$ cat src/phy_mgmt_pkg.sv
package phy_mgmt_pkg;
	// Register numbers on the serial management bus
	localparam logic [4:0] REG_CONTROL = 5'h00;
	localparam logic [4:0] REG_STATUS = 5'h01;
	// This device's bus address
	localparam logic [4:0] PHY_ADDR = 5'h01;
	// Frame opcodes
	localparam logic [1:0] OP_READ = 2'h2;
	localparam logic [1:0] OP_WRITE = 2'h1;
	// Preamble length in bits; last bit counts for header and data
	localparam logic [5:0] PREAMBLE_BITS = 6'h20;
	localparam logic [3:0] HDR_LAST = 4'hc;
	localparam logic [3:0] DATA_LAST = 4'hf;
	// Control field positions
	localparam int CTL_AN_EN = 12;
	localparam int CTL_RESTART = 9;
	localparam int CTL_DUPLEX = 8;
	localparam int CTL_COL_TEST = 7;
	// Status field positions
	localparam int STA_T4 = 15;
	localparam int STA_ABIL_HI = 14;
	localparam int STA_ABIL_LO = 11;
	localparam int STA_PRE_OPT = 6;
	localparam int STA_AN_DONE = 5;
	localparam int STA_RFAULT = 4;
	// Reset values
	localparam logic RST_AN_EN = 1'h1;
	localparam logic RST_DUPLEX = 1'h0;
	localparam logic RST_COL_TEST = 1'h0;
	localparam logic RST_RESTART = 1'h0;
	localparam logic [3:0] RST_ABIL = 4'hf;
	localparam logic RST_PRE_OPT = 1'h1;
	localparam logic RST_AN_DONE = 1'h0;
	localparam logic RST_RFAULT = 1'h0;
	// Collision test timing, bit times at 100 Mb/s are 10 ns
	localparam int CLK_NS = 10;
	localparam int BIT_NS = 10;
	localparam int COL_ON_BITS = 10;
	localparam int COL_OFF_BITS = 4;
	localparam int COL_ON_CYC = (COL_ON_BITS * BIT_NS) / CLK_NS;
	localparam int COL_OFF_CYC = (COL_OFF_BITS * BIT_NS) / CLK_NS;
endpackage

$ cat src/phy_basic_ctrl_stat.sv
// Overview of operation
// [RL1] Restart bit set by write, self-clears on start
// [RL2] Duplex bit picks full or half duplex
// [RL3] Autoneg enabled: negotiated duplex overrides select bit
// [RL4] Collision test: COL follows TX_EN rise quickly
// [RL5] Collision test: COL drops soon after TX_EN
// [RL6] Test off: COL from real collisions only
// [RL7] T4 ability bit always reads zero
// [RL8] Four ability bits mirror advertisement register
// [RL9] Preamble option bit mirrors sub-layer config
// [RL10] Preamble option decides preambleless frame acceptance
// [RL11] Completion bit set when negotiation completes
// [RL12] Autoneg on: remote fault from partner ability
// [RL13] Autoneg off: remote fault from far-end fault
// [RL14] Reset: abilities one, done and fault zero
// [RL15] Autoneg enable bit disables manual link selects
// [RL16] Management access works while data path isolated
// [RL17] Reserved bits read zero, writes ignored
// [RL18] Status bits read-only, writes change nothing
`timescale 1ns/1ps
module phy_basic_ctrl_stat (
	input wire logic i_clk,
	input wire logic i_rst_n,
	input wire logic i_mdc,
	input wire logic i_mdio,
	input wire logic i_tx_en,
	input wire logic i_isolate,
	input wire logic i_col_detect,
	input wire logic [3:0] i_adv_ability,
	input wire logic i_mgmt_preamble_cfg,
	input wire logic i_an_started,
	input wire logic i_an_complete,
	input wire logic i_an_full_duplex,
	input wire logic i_lp_remote_fault,
	input wire logic i_far_end_fault,
	output logic o_mdio,
	output logic o_mdio_oe,
	output logic o_col,
	output logic o_autoneg_enable,
	output logic o_autoneg_restart,
	output logic o_full_duplex
);
	// Control register fields in scope
	logic an_en;
	logic restart;
	logic duplex;
	logic col_test;
	// Status register fields, sampled every cycle
	logic [3:0] abil;
	logic mgmt_preamble_optional;
	logic an_done;
	logic rfault;
	// Bus side
	logic [4:0] reg_addr;
	logic wr_strobe;
	logic [15:0] wr_data;
	logic [15:0] rd_data;
	logic wr_ctl;
	// Transmit enable synchroniser, from the MAC clock domain
	logic tx_en_s1, tx_en_s2;

	mgmt_serial_slave u_slave ( // [RL16]
		.i_clk(i_clk),
		.i_rst_n(i_rst_n),
		.i_mdc(i_mdc),
		.i_mdio(i_mdio),
		.i_preamble_optional(mgmt_preamble_optional),
		.i_rd_data(rd_data),
		.o_reg_addr(reg_addr),
		.o_wr_strobe(wr_strobe),
		.o_wr_data(wr_data),
		.o_mdio(o_mdio),
		.o_mdio_oe(o_mdio_oe)
	);

	// Writes to the status register or any other number are dropped
	assign wr_ctl = wr_strobe && reg_addr == phy_mgmt_pkg::REG_CONTROL; // [RL18]

	// Read mux; reserved and out-of-scope bits read as zero
	always_comb begin
		rd_data = 16'h0000; // [RL17]
		if (reg_addr == phy_mgmt_pkg::REG_CONTROL) begin
			rd_data[phy_mgmt_pkg::CTL_AN_EN] = an_en;
			rd_data[phy_mgmt_pkg::CTL_RESTART] = restart;
			rd_data[phy_mgmt_pkg::CTL_DUPLEX] = duplex;
			rd_data[phy_mgmt_pkg::CTL_COL_TEST] = col_test;
		end else if (reg_addr == phy_mgmt_pkg::REG_STATUS) begin
			rd_data[phy_mgmt_pkg::STA_T4] = 1'h0; // [RL7]
			rd_data[phy_mgmt_pkg::STA_ABIL_HI:phy_mgmt_pkg::STA_ABIL_LO] = abil;
			rd_data[phy_mgmt_pkg::STA_PRE_OPT] = mgmt_preamble_optional;
			rd_data[phy_mgmt_pkg::STA_AN_DONE] = an_done;
			rd_data[phy_mgmt_pkg::STA_RFAULT] = rfault;
		end
	end

	// Plain read/write control fields
	always_ff @(posedge i_clk) begin
		if (!i_rst_n) begin
			an_en <= phy_mgmt_pkg::RST_AN_EN;
			duplex <= phy_mgmt_pkg::RST_DUPLEX;
			col_test <= phy_mgmt_pkg::RST_COL_TEST;
		end else if (wr_ctl) begin
			an_en <= wr_data[phy_mgmt_pkg::CTL_AN_EN]; // [RL15]
			duplex <= wr_data[phy_mgmt_pkg::CTL_DUPLEX];
			col_test <= wr_data[phy_mgmt_pkg::CTL_COL_TEST];
		end
	end

	// Act-once restart; a written one wins over a same-cycle start
	always_ff @(posedge i_clk) begin
		if (!i_rst_n) begin
			restart <= phy_mgmt_pkg::RST_RESTART;
		end else if (wr_ctl && wr_data[phy_mgmt_pkg::CTL_RESTART]) begin
			restart <= 1'h1; // [RL1]
		end else if (i_an_started) begin
			restart <= 1'h0; // [RL1]
		end
	end

	// Status snapshot; hardware inputs feed these flops, with an_en choosing the fault source
	always_ff @(posedge i_clk) begin
		if (!i_rst_n) begin
			abil <= phy_mgmt_pkg::RST_ABIL; // [RL14]
			mgmt_preamble_optional <= phy_mgmt_pkg::RST_PRE_OPT;
			an_done <= phy_mgmt_pkg::RST_AN_DONE;
			rfault <= phy_mgmt_pkg::RST_RFAULT;
		end else begin
			abil <= i_adv_ability; // [RL8]
			mgmt_preamble_optional <= i_mgmt_preamble_cfg; // [RL9]
			an_done <= i_an_complete; // [RL11]
			// Fault source depends on whether negotiation is enabled
			rfault <= an_en ? i_lp_remote_fault : i_far_end_fault; // [RL12] [RL13]
		end
	end

	// Two flops on transmit enable; costs two of the ten allowed cycles
	always_ff @(posedge i_clk) begin
		if (!i_rst_n) begin
			tx_en_s1 <= 1'h0;
			tx_en_s2 <= 1'h0;
		end else begin
			tx_en_s1 <= i_tx_en;
			tx_en_s2 <= tx_en_s1;
		end
	end

	// Collision output; held low while the data path is isolated
	always_ff @(posedge i_clk) begin
		if (!i_rst_n) begin
			o_col <= 1'h0;
		end else if (i_isolate) begin
			o_col <= 1'h0;
		end else if (col_test) begin
			o_col <= tx_en_s2; // [RL4] [RL5]
		end else begin
			o_col <= i_col_detect; // [RL6]
		end
	end

	// Link configuration outputs
	assign o_autoneg_enable = an_en;
	assign o_autoneg_restart = restart;
	assign o_full_duplex = an_en ? i_an_full_duplex : duplex; // [RL2] [RL3]

	// Control register behaviour
	chk_restart_self_clear: assert property (@(posedge i_clk) disable iff (!i_rst_n) // [RL1]
		(restart && i_an_started && !wr_ctl) |=> !restart)
		else $error("restart bit did not clear after negotiation began");
	chk_restart_zero_write: assert property (@(posedge i_clk) disable iff (!i_rst_n) // [RL1]
		(restart && !i_an_started && wr_ctl) |=> restart)
		else $error("writing the control register dropped a pending restart");
	chk_duplex_manual: assert property (@(posedge i_clk) disable iff (!i_rst_n) // [RL2]
		!an_en |-> (o_full_duplex == duplex))
		else $error("duplex does not follow the select bit");
	chk_duplex_negotiated: assert property (@(posedge i_clk) disable iff (!i_rst_n) // [RL3]
		an_en |-> (o_full_duplex == i_an_full_duplex))
		else $error("duplex select bit leaked through while negotiating");

	// Collision output; test-mode checks watch only the settled second sync stage
	chk_col_test_rise: assert property (@(posedge i_clk) disable iff (!i_rst_n) // [RL4]
		($rose(tx_en_s2) && col_test && !i_isolate) |=> o_col)
		else $error("collision test did not raise the collision output in time");
	chk_col_test_fall: assert property (@(posedge i_clk) disable iff (!i_rst_n) // [RL5]
		(!tx_en_s2 && col_test) |=> !o_col)
		else $error("collision test did not drop the collision output in time");
	chk_col_normal: assert property (@(posedge i_clk) disable iff (!i_rst_n) // [RL6]
		(!col_test && !i_isolate) |=> (o_col == $past(i_col_detect)))
		else $error("collision output not driven from real collisions");

	// Status register contents
	chk_status_fixed: assert property (@(posedge i_clk) disable iff (!i_rst_n) // [RL7]
		(reg_addr == phy_mgmt_pkg::REG_STATUS) |-> (rd_data[15] == 1'h0
		&& rd_data[10:7] == 4'h0 && rd_data[3:0] == 4'h0))
		else $error("status reserved or unsupported bits read nonzero");
	chk_status_mirror: assert property (@(posedge i_clk) disable iff (!i_rst_n) // [RL8]
		$past(i_rst_n) |-> (abil == $past(i_adv_ability)
		&& mgmt_preamble_optional == $past(i_mgmt_preamble_cfg)))
		else $error("ability or preamble status does not mirror its source");
	chk_fault_source: assert property (@(posedge i_clk) disable iff (!i_rst_n) // [RL12]
		$past(i_rst_n) |-> (rfault == ($past(an_en) ? $past(i_lp_remote_fault)
		: $past(i_far_end_fault))))
		else $error("remote fault status from the wrong source");
	chk_reset_values: assert property (@(posedge i_clk) // [RL14]
		!i_rst_n |=> (abil == 4'hf && mgmt_preamble_optional && !an_done && !rfault))
		else $error("status reset values wrong");

	// Register bus side, completion status and isolation
	chk_restart_set: assert property (@(posedge i_clk) disable iff (!i_rst_n) // [RL1]
		(wr_ctl && wr_data[phy_mgmt_pkg::CTL_RESTART]) |=> restart)
		else $error("written restart bit did not set");
	chk_ctl_hold: assert property (@(posedge i_clk) disable iff (!i_rst_n) // [RL18]
		!wr_ctl |=> ($stable(an_en) && $stable(duplex) && $stable(col_test)))
		else $error("control fields changed without a control write");
	chk_ctl_reserved: assert property (@(posedge i_clk) disable iff (!i_rst_n) // [RL17]
		(reg_addr == phy_mgmt_pkg::REG_CONTROL) |-> (rd_data[15:13] == 3'h0
		&& rd_data[11:10] == 2'h0 && rd_data[6:0] == 7'h00))
		else $error("control reserved bits read nonzero");
	chk_an_done_mirror: assert property (@(posedge i_clk) disable iff (!i_rst_n) // [RL11]
		$past(i_rst_n) |-> (an_done == $past(i_an_complete)))
		else $error("completion status does not follow negotiation");
	chk_isolate_col: assert property (@(posedge i_clk) disable iff (!i_rst_n) // [RL16]
		i_isolate |=> !o_col)
		else $error("collision output active while isolated");
endmodule // phy_basic_ctrl_stat

$ cat src/mgmt_serial_slave.sv
`timescale 1ns/1ps
module mgmt_serial_slave (
	input wire logic i_clk,
	input wire logic i_rst_n,
	input wire logic i_mdc,
	input wire logic i_mdio,
	input wire logic i_preamble_optional,
	input wire logic [15:0] i_rd_data,
	output logic [4:0] o_reg_addr,
	output logic o_wr_strobe,
	output logic [15:0] o_wr_data,
	output logic o_mdio,
	output logic o_mdio_oe
);
	// Frame phases
	typedef enum logic [5:0] {
		S_PRE = 6'h01,
		S_HDR = 6'h02,
		S_TA1 = 6'h04,
		S_TA2 = 6'h08,
		S_RDATA = 6'h10,
		S_WDATA = 6'h20
	} frame_state_t;

	frame_state_t state;
	logic mdc_s1, mdc_s2, mdc_d; // Clock pin synchroniser and edge history
	logic mdio_s1, mdio_s2; // Data pin synchroniser
	logic rise; // Sampling edge of the management clock
	logic [5:0] ones; // Run of idle ones, saturates at preamble length
	logic [3:0] cnt; // Bit counter within header or data
	logic [12:0] hdr; // Header bits after the start zero
	logic [12:0] next_hdr;
	logic [15:0] sh; // Data shifter, both directions
	logic is_read;
	logic hdr_ok;

	// Both pins pass two flops; the edge test compares the second clock stage with its delayed copy
	always_ff @(posedge i_clk) begin
		if (!i_rst_n) begin
			// Clock stages start high, where the clock rests between frames,
			// so a released reset never fakes a sampling edge
			mdc_s1 <= 1'h1;
			mdc_s2 <= 1'h1;
			mdc_d <= 1'h1;
			mdio_s1 <= 1'h1;
			mdio_s2 <= 1'h1;
		end else begin
			mdc_s1 <= i_mdc;
			mdc_s2 <= mdc_s1;
			mdc_d <= mdc_s2;
			mdio_s1 <= i_mdio;
			mdio_s2 <= mdio_s1;
		end
	end

	assign rise = mdc_s2 & ~mdc_d;
	assign next_hdr = {hdr[11:0], mdio_s2};
	// Start bit, our address and a known opcode
	assign hdr_ok = next_hdr[12] && (next_hdr[9:5] == phy_mgmt_pkg::PHY_ADDR)
		&& (next_hdr[11:10] == phy_mgmt_pkg::OP_READ
		|| next_hdr[11:10] == phy_mgmt_pkg::OP_WRITE);

	// Frame walker; runs regardless of data path isolation
	always_ff @(posedge i_clk) begin
		if (!i_rst_n) begin
			state <= S_PRE;
			ones <= 6'h00;
			cnt <= 4'h0;
			hdr <= 13'h0000;
			sh <= 16'h0000;
			is_read <= 1'h0;
			o_reg_addr <= 5'h00;
			o_wr_strobe <= 1'h0;
			o_wr_data <= 16'h0000;
			o_mdio <= 1'h1;
			o_mdio_oe <= 1'h0;
		end else begin
			o_wr_strobe <= 1'h0;
			if (rise) begin
				case (state)
					S_PRE: begin
						if (mdio_s2) begin
							if (ones != phy_mgmt_pkg::PREAMBLE_BITS)
								ones <= ones + 6'h01;
						// Preamble may be skipped only when the option is on
						end else if (ones == phy_mgmt_pkg::PREAMBLE_BITS
							|| (i_preamble_optional && ones != 6'h00)) begin // [RL10]
							state <= S_HDR;
							cnt <= 4'h0;
						end else begin
							ones <= 6'h00;
						end
					end
					S_HDR: begin
						hdr <= next_hdr;
						cnt <= cnt + 4'h1;
						if (cnt == phy_mgmt_pkg::HDR_LAST) begin
							ones <= 6'h00;
							// Foreign or malformed frames are dropped silently
							state <= hdr_ok ? S_TA1 : S_PRE;
							is_read <= next_hdr[11:10] == phy_mgmt_pkg::OP_READ;
							o_reg_addr <= next_hdr[4:0];
						end
					end
					S_TA1: begin
						state <= S_TA2;
						// Drive the turnaround zero on a read
						o_mdio <= 1'h0;
						o_mdio_oe <= is_read;
					end
					S_TA2: begin
						cnt <= 4'h0;
						if (is_read) begin
							state <= S_RDATA;
							o_mdio <= i_rd_data[15];
							sh <= {i_rd_data[14:0], 1'h0};
						end else begin
							state <= S_WDATA;
						end
					end
					S_RDATA: begin
						cnt <= cnt + 4'h1;
						if (cnt == phy_mgmt_pkg::DATA_LAST) begin
							state <= S_PRE;
							o_mdio <= 1'h1;
							o_mdio_oe <= 1'h0;
						end else begin
							o_mdio <= sh[15];
							sh <= {sh[14:0], 1'h0};
						end
					end
					S_WDATA: begin
						cnt <= cnt + 4'h1;
						sh <= {sh[14:0], mdio_s2};
						if (cnt == phy_mgmt_pkg::DATA_LAST) begin
							state <= S_PRE;
							o_wr_data <= {sh[14:0], mdio_s2};
							o_wr_strobe <= 1'h1;
						end
					end
					default: state <= S_PRE;
				endcase
			end
		end
	end

	// Bus is only driven during the read part of a frame
	chk_release_after_write: assert property (@(posedge i_clk) disable iff (!i_rst_n) // [RL16]
		(state == S_WDATA) |-> !o_mdio_oe)
		else $error("management pin driven during write data");
endmodule // mgmt_serial_slave

$ cat config.mk
export PLATFORM = sky130hd
export DESIGN_NAME = phy_basic_ctrl_stat
export DESIGN_NICKNAME = d
export VERILOG_FILES = /design/src/phy_mgmt_pkg.sv /design/src/phy_basic_ctrl_stat.sv /design/src/mgmt_serial_slave.sv
export SDC_FILE = /design/constraint.sdc
export NUM_CORES = 1
export LEC_CHECK = 0
export BUFFER_PORTS_ARGS = -buffer_cell sky130_fd_sc_hd__buf_2
export CAP_MARGIN = 20
export CORE_MARGIN = 2
export CORE_UTILIZATION = 45
export CTS_CLUSTER_SIZE = 10
export DETAILED_ROUTE_END_ITERATION = 16
export GPL_ROUTABILITY_DRIVEN = 0
export GPL_TIMING_DRIVEN = 0
export PLACE_DENSITY = 0.66
export SLEW_MARGIN = 20
export SYNTH_ARGS = -nofsm -noshare
export SYNTH_HDL_FRONTEND = slang
export SYNTH_SLANG_ARGS = --single-unit
$ cat constraint.sdc
create_clock -name i_clk -period 3.35 [get_ports i_clk]
set_input_delay 0.335 -clock i_clk [delete_from_list [all_inputs] [get_ports i_clk]]
set_output_delay 0.335 -clock i_clk [all_outputs]
set_load 0.005 [all_outputs]
==> results.py <==
metrics = {
    "cells_and_area": {
        "layout.cells.most_common_list": "76 x dfxtp_1, 36 x nor2_1, 30 x nand3_1",
        "final_layout_size_suffix_gt1_share_pct": 12.01,
        "layout-area-overhead-vs-synth_pct": 13.43,
        "seqCellArea_mm2": 0.001521,
        "antenna_cells_inserted": 0,
        "finalNetCount": 425,
        "layout_commonest_cell": "dfxtp_1",
        "multi_input_area_mm2": 0.001610,
        "final_core_util_pct": 53.55,
        "post-route-cell-area_mm2": 0.003679,
        "n_fill_cell": 668,
    },
    "place": {
        "buffer_ports.inserted": 22,
        "placed_cell_area_mm2": 0.003473,
        "dp.final_hpwl_um": 5427,
    },
    "critical_path": {
        "ff2ff_setup_slack_ps": 840,
        "criticalPathCategory": "flip-flop to flip-flop",
        "worstPathCellList": "nor2_1 -> and3_1 -> clkbuf_1 -> o211ai_1 -> buf_2 -> a221oi_1 -> nor3_1",
        "endpoint_required_time_on_the_critical_path_ps": 3570,
        "critPathSlowestCell": "nor2_1",
        "r2r-start": "u_slave.state[1]",
        "r2r_end": "u_slave.sh[10]",
        "timing.reg2reg.worst_path_depth": 7,
        "cp_max_fo": 10,
        "max_stage_delay_ps": 460,
        "cp_data_arrival_time_ps": 2730,
        "worstSetupStartpointType": "flip-flop",
        "endpoint_kind": "flip-flop",
    },
    "sta": {
        "fin_tns_setup_ps": 0,
        "report.final.slew_viol_count": 0,
        "rsz_0062_raised_after_global_routing": "false",
        "maxSlewHeadroom_pct": 49.96,
        "highest_clock_frequency_the_design_can_meet_ghz": 0.3989,
        "final.period_utilization_pct": 74.83,
        "tightest_slew_ps": 748.9,
        "hold_slack_ps": 134.1,
        "post-route-min-period_ps": 2507,
        "setup_violators_final": 0,
        "timing_hold_violations_final": 0,
        "finalClockSkew_ps": 11.86,
    },
    "clock_tree": {
        "hold_buffers": 0,
        "post_cts.resized_instances": 0,
        "cts.htree.levels": 3,
        "cts_tree": "built",
        "worstSkewPairLatency_ps": 350,
        "clk_transition_reported_paths_ps": 90,
        "clk_path_buf_depth": 2,
        "cts.sinks": 76,
        "cts_inserted_buffers": 9,
        "cts_root_buf": "clkbuf_8",
        "cts_setup_buffers": 0,
    },
    "die": {
        "core_region_area_mm2": 0.006869,
        "num_rows": 30,
        "chipHeight_um": 88.90,
        "floorplan.die_area_mm2": 0.007902,
        "number_of_top_level_pins": 23,
        "floorplan.initialDensity_pct": 47.21,
        "dieWidth_um": 88.90,
    },
    "global_routing": {
        "met3_usage_pct": 4.247,
        "grt_overflow": 0,
        "grt_pass1_wl_um": 12740,
        "layer_with_the_highest_usage": "met1",
        "grt_antenna_before_repair": 0,
        "first_global_vias": 2582,
        "grt_use_total_pct": 20.92,
        "grt_util_met2_pct": 29.65,
        "grt_max_degree": 16,
        "met1_usage_pct": 30.51,
    },
    "logic_synthesis": {
        "synth-seq-area-share_pct": 46.91,
        "synth_edf_count": 0,
        "syn_avg_cell_area_um2": 8.765,
        "synth_cell_type_count": 49,
        "synthesis.area_mm2": 0.003243,
        "synth_ff_type": "dfxtp_1",
        "synthesis.instances": 370,
        "asyncSetResetFlopFracSynth_pct": 0,
        "syn_nets": 392,
        "ys_ff_latch": 76,
        "synth-warning-count": 0,
    },
    "hold_path": {
        "min-delay-path-class": "input port to flip-flop",
        "hold_path.startpoint": "i_isolate",
        "hold_path_depth": 2,
        "min_to": "o_col",
    },
    "drt": {
        "vias_per_cell": 5.661,
        "drt-wirelength-per-cell_um": 14.91,
        "postRouteWirelength_um": 7515,
        "drt_iter0_markers": 194,
        "remaining_design_rule_violation_count": 0,
        "final_ant_viol_nets": 0,
        "dr_total_vias": 2853,
        "dr.pass1.iters": 4,
    },
    "flow_run": {
        "max_cap_viol_count": 0,
    },
    "pwr": {
        "p_leak_uw": 0.001423,
        "fin_total_pwr_uw": 1684,
        "vdd.ir_drop.worst_v": 0.0002165,
        "cellPowerDensity_mw_per_mm2": 457.9,
    },
    "status": {
        "outcome": "completed",
    },
}
## area by class of cell
cell class | instances | area share (%)
multi-input combinational | 266 | 43.78
clock inverter | 7 | 2.211
sequential | 76 | 41.36
clock buffer | 9 | 3.367
timing repair buffer | 22 | 2.993
inverter | 10 | 1.020
buffer | 18 | 2.007
tap | 96 | 3.265
## critical path: cells and delay by family (launching register included)
kind | cells | cell delay (ps)
buffers and inverters | 2 | 610
flip-flops | 1 | 380
AND/OR/NAND/NOR | 3 | 770
AO/OA/AOI/OAI | 2 | 620
## flip-flops by register name (all words and copies together) (netlist names), 4 cells and up
register	cells
u_slave.state	6
u_slave.hdr	12
u_slave.sh	16
u_slave.o_reg_addr	5
u_slave.o_wr_data	4
u_slave.cnt	4
u_slave.ones	6
abil	4
## how the worst max path moves through the flow
stage / from / endpoint / slack [ps]
finish: u_slave.state[1] / u_slave.sh[10] / 840
detailed placement: u_slave.state[1] / u_slave.sh[10] / 910
global placement: u_slave.ones[0] / u_slave.cnt[2] / 930
global route: u_slave.state[4] / u_slave.sh[8] / 640
CTS: u_slave.state[1] / u_slave.sh[10] / 880
floorplan: u_slave.ones[0] / u_slave.ones[3] / 1300
## power by group
part	internal [uW]	switching, uW
Combinational	17.6	29.1
Clock	354	366
Sequential	912	5.08
## metal layers
metal / share of wire, % / vias to the layer above
li1: - / 1411
met1: 49 / 1335
met2: 43 / 93
met3: 5.6 / 14
met4: 2.7 / 0
met5: 0 / -
## cell families (layout without fill, tap and decap cells)
family          after synthesis  in the layout  share of synthesized area [%]
mux                          18             18                          5.594
xor+xnor                      1              1                         0.2701
simple gates                161            161                          25.58
fa+ha+maj                     5              5                          1.929
compound gates               81             81                          16.28
flops                        76             76                          46.91
buf+inv                      28             66                          3.433
## cell usage after synthesis, types with 2 or more instances
library cell	n	area, um2
nand4_1	2	12.51
a22oi_1	6	45.04
clkbuf_1	13	48.80
nand2_1	28	105.1
nor3_1	18	90.09
or4_1	3	22.52
a221oi_1	9	78.83
and2_1	6	37.54
o211ai_1	2	15.01
buf_2	5	25.02
nor2_1	36	135.1
o21a_1	3	22.52
nor4_1	4	25.02
nor4b_1	2	17.52
nand2b_1	13	81.33
and3_1	6	37.54
a211oi_1	3	22.52
o22ai_1	3	18.77
nor3b_1	3	22.52
nand3_1	30	150.1
nor2b_1	4	25.02
ha_1	5	62.56
a32oi_1	2	17.52
a21oi_1	23	115.1
inv_1	9	33.78
mux2i_1	17	170.2
o21ai_0	17	85.08
a21boi_0	2	15.01
dfxtp_1	76	1521
## per-stage QoR
| stage | worst slack [ps] | instances |
|---|---|---|
| detailed placement | 909.8 | 488 |
| finish | 843.2 | 504 |
| CTS | 884.0 | 504 |
| global placement | 927.1 | 488 |
| floorplan | 1304 | 370 |
| global route | 644.5 | 504 |
No activity file was read; power rests on OpenSTA's default activity.
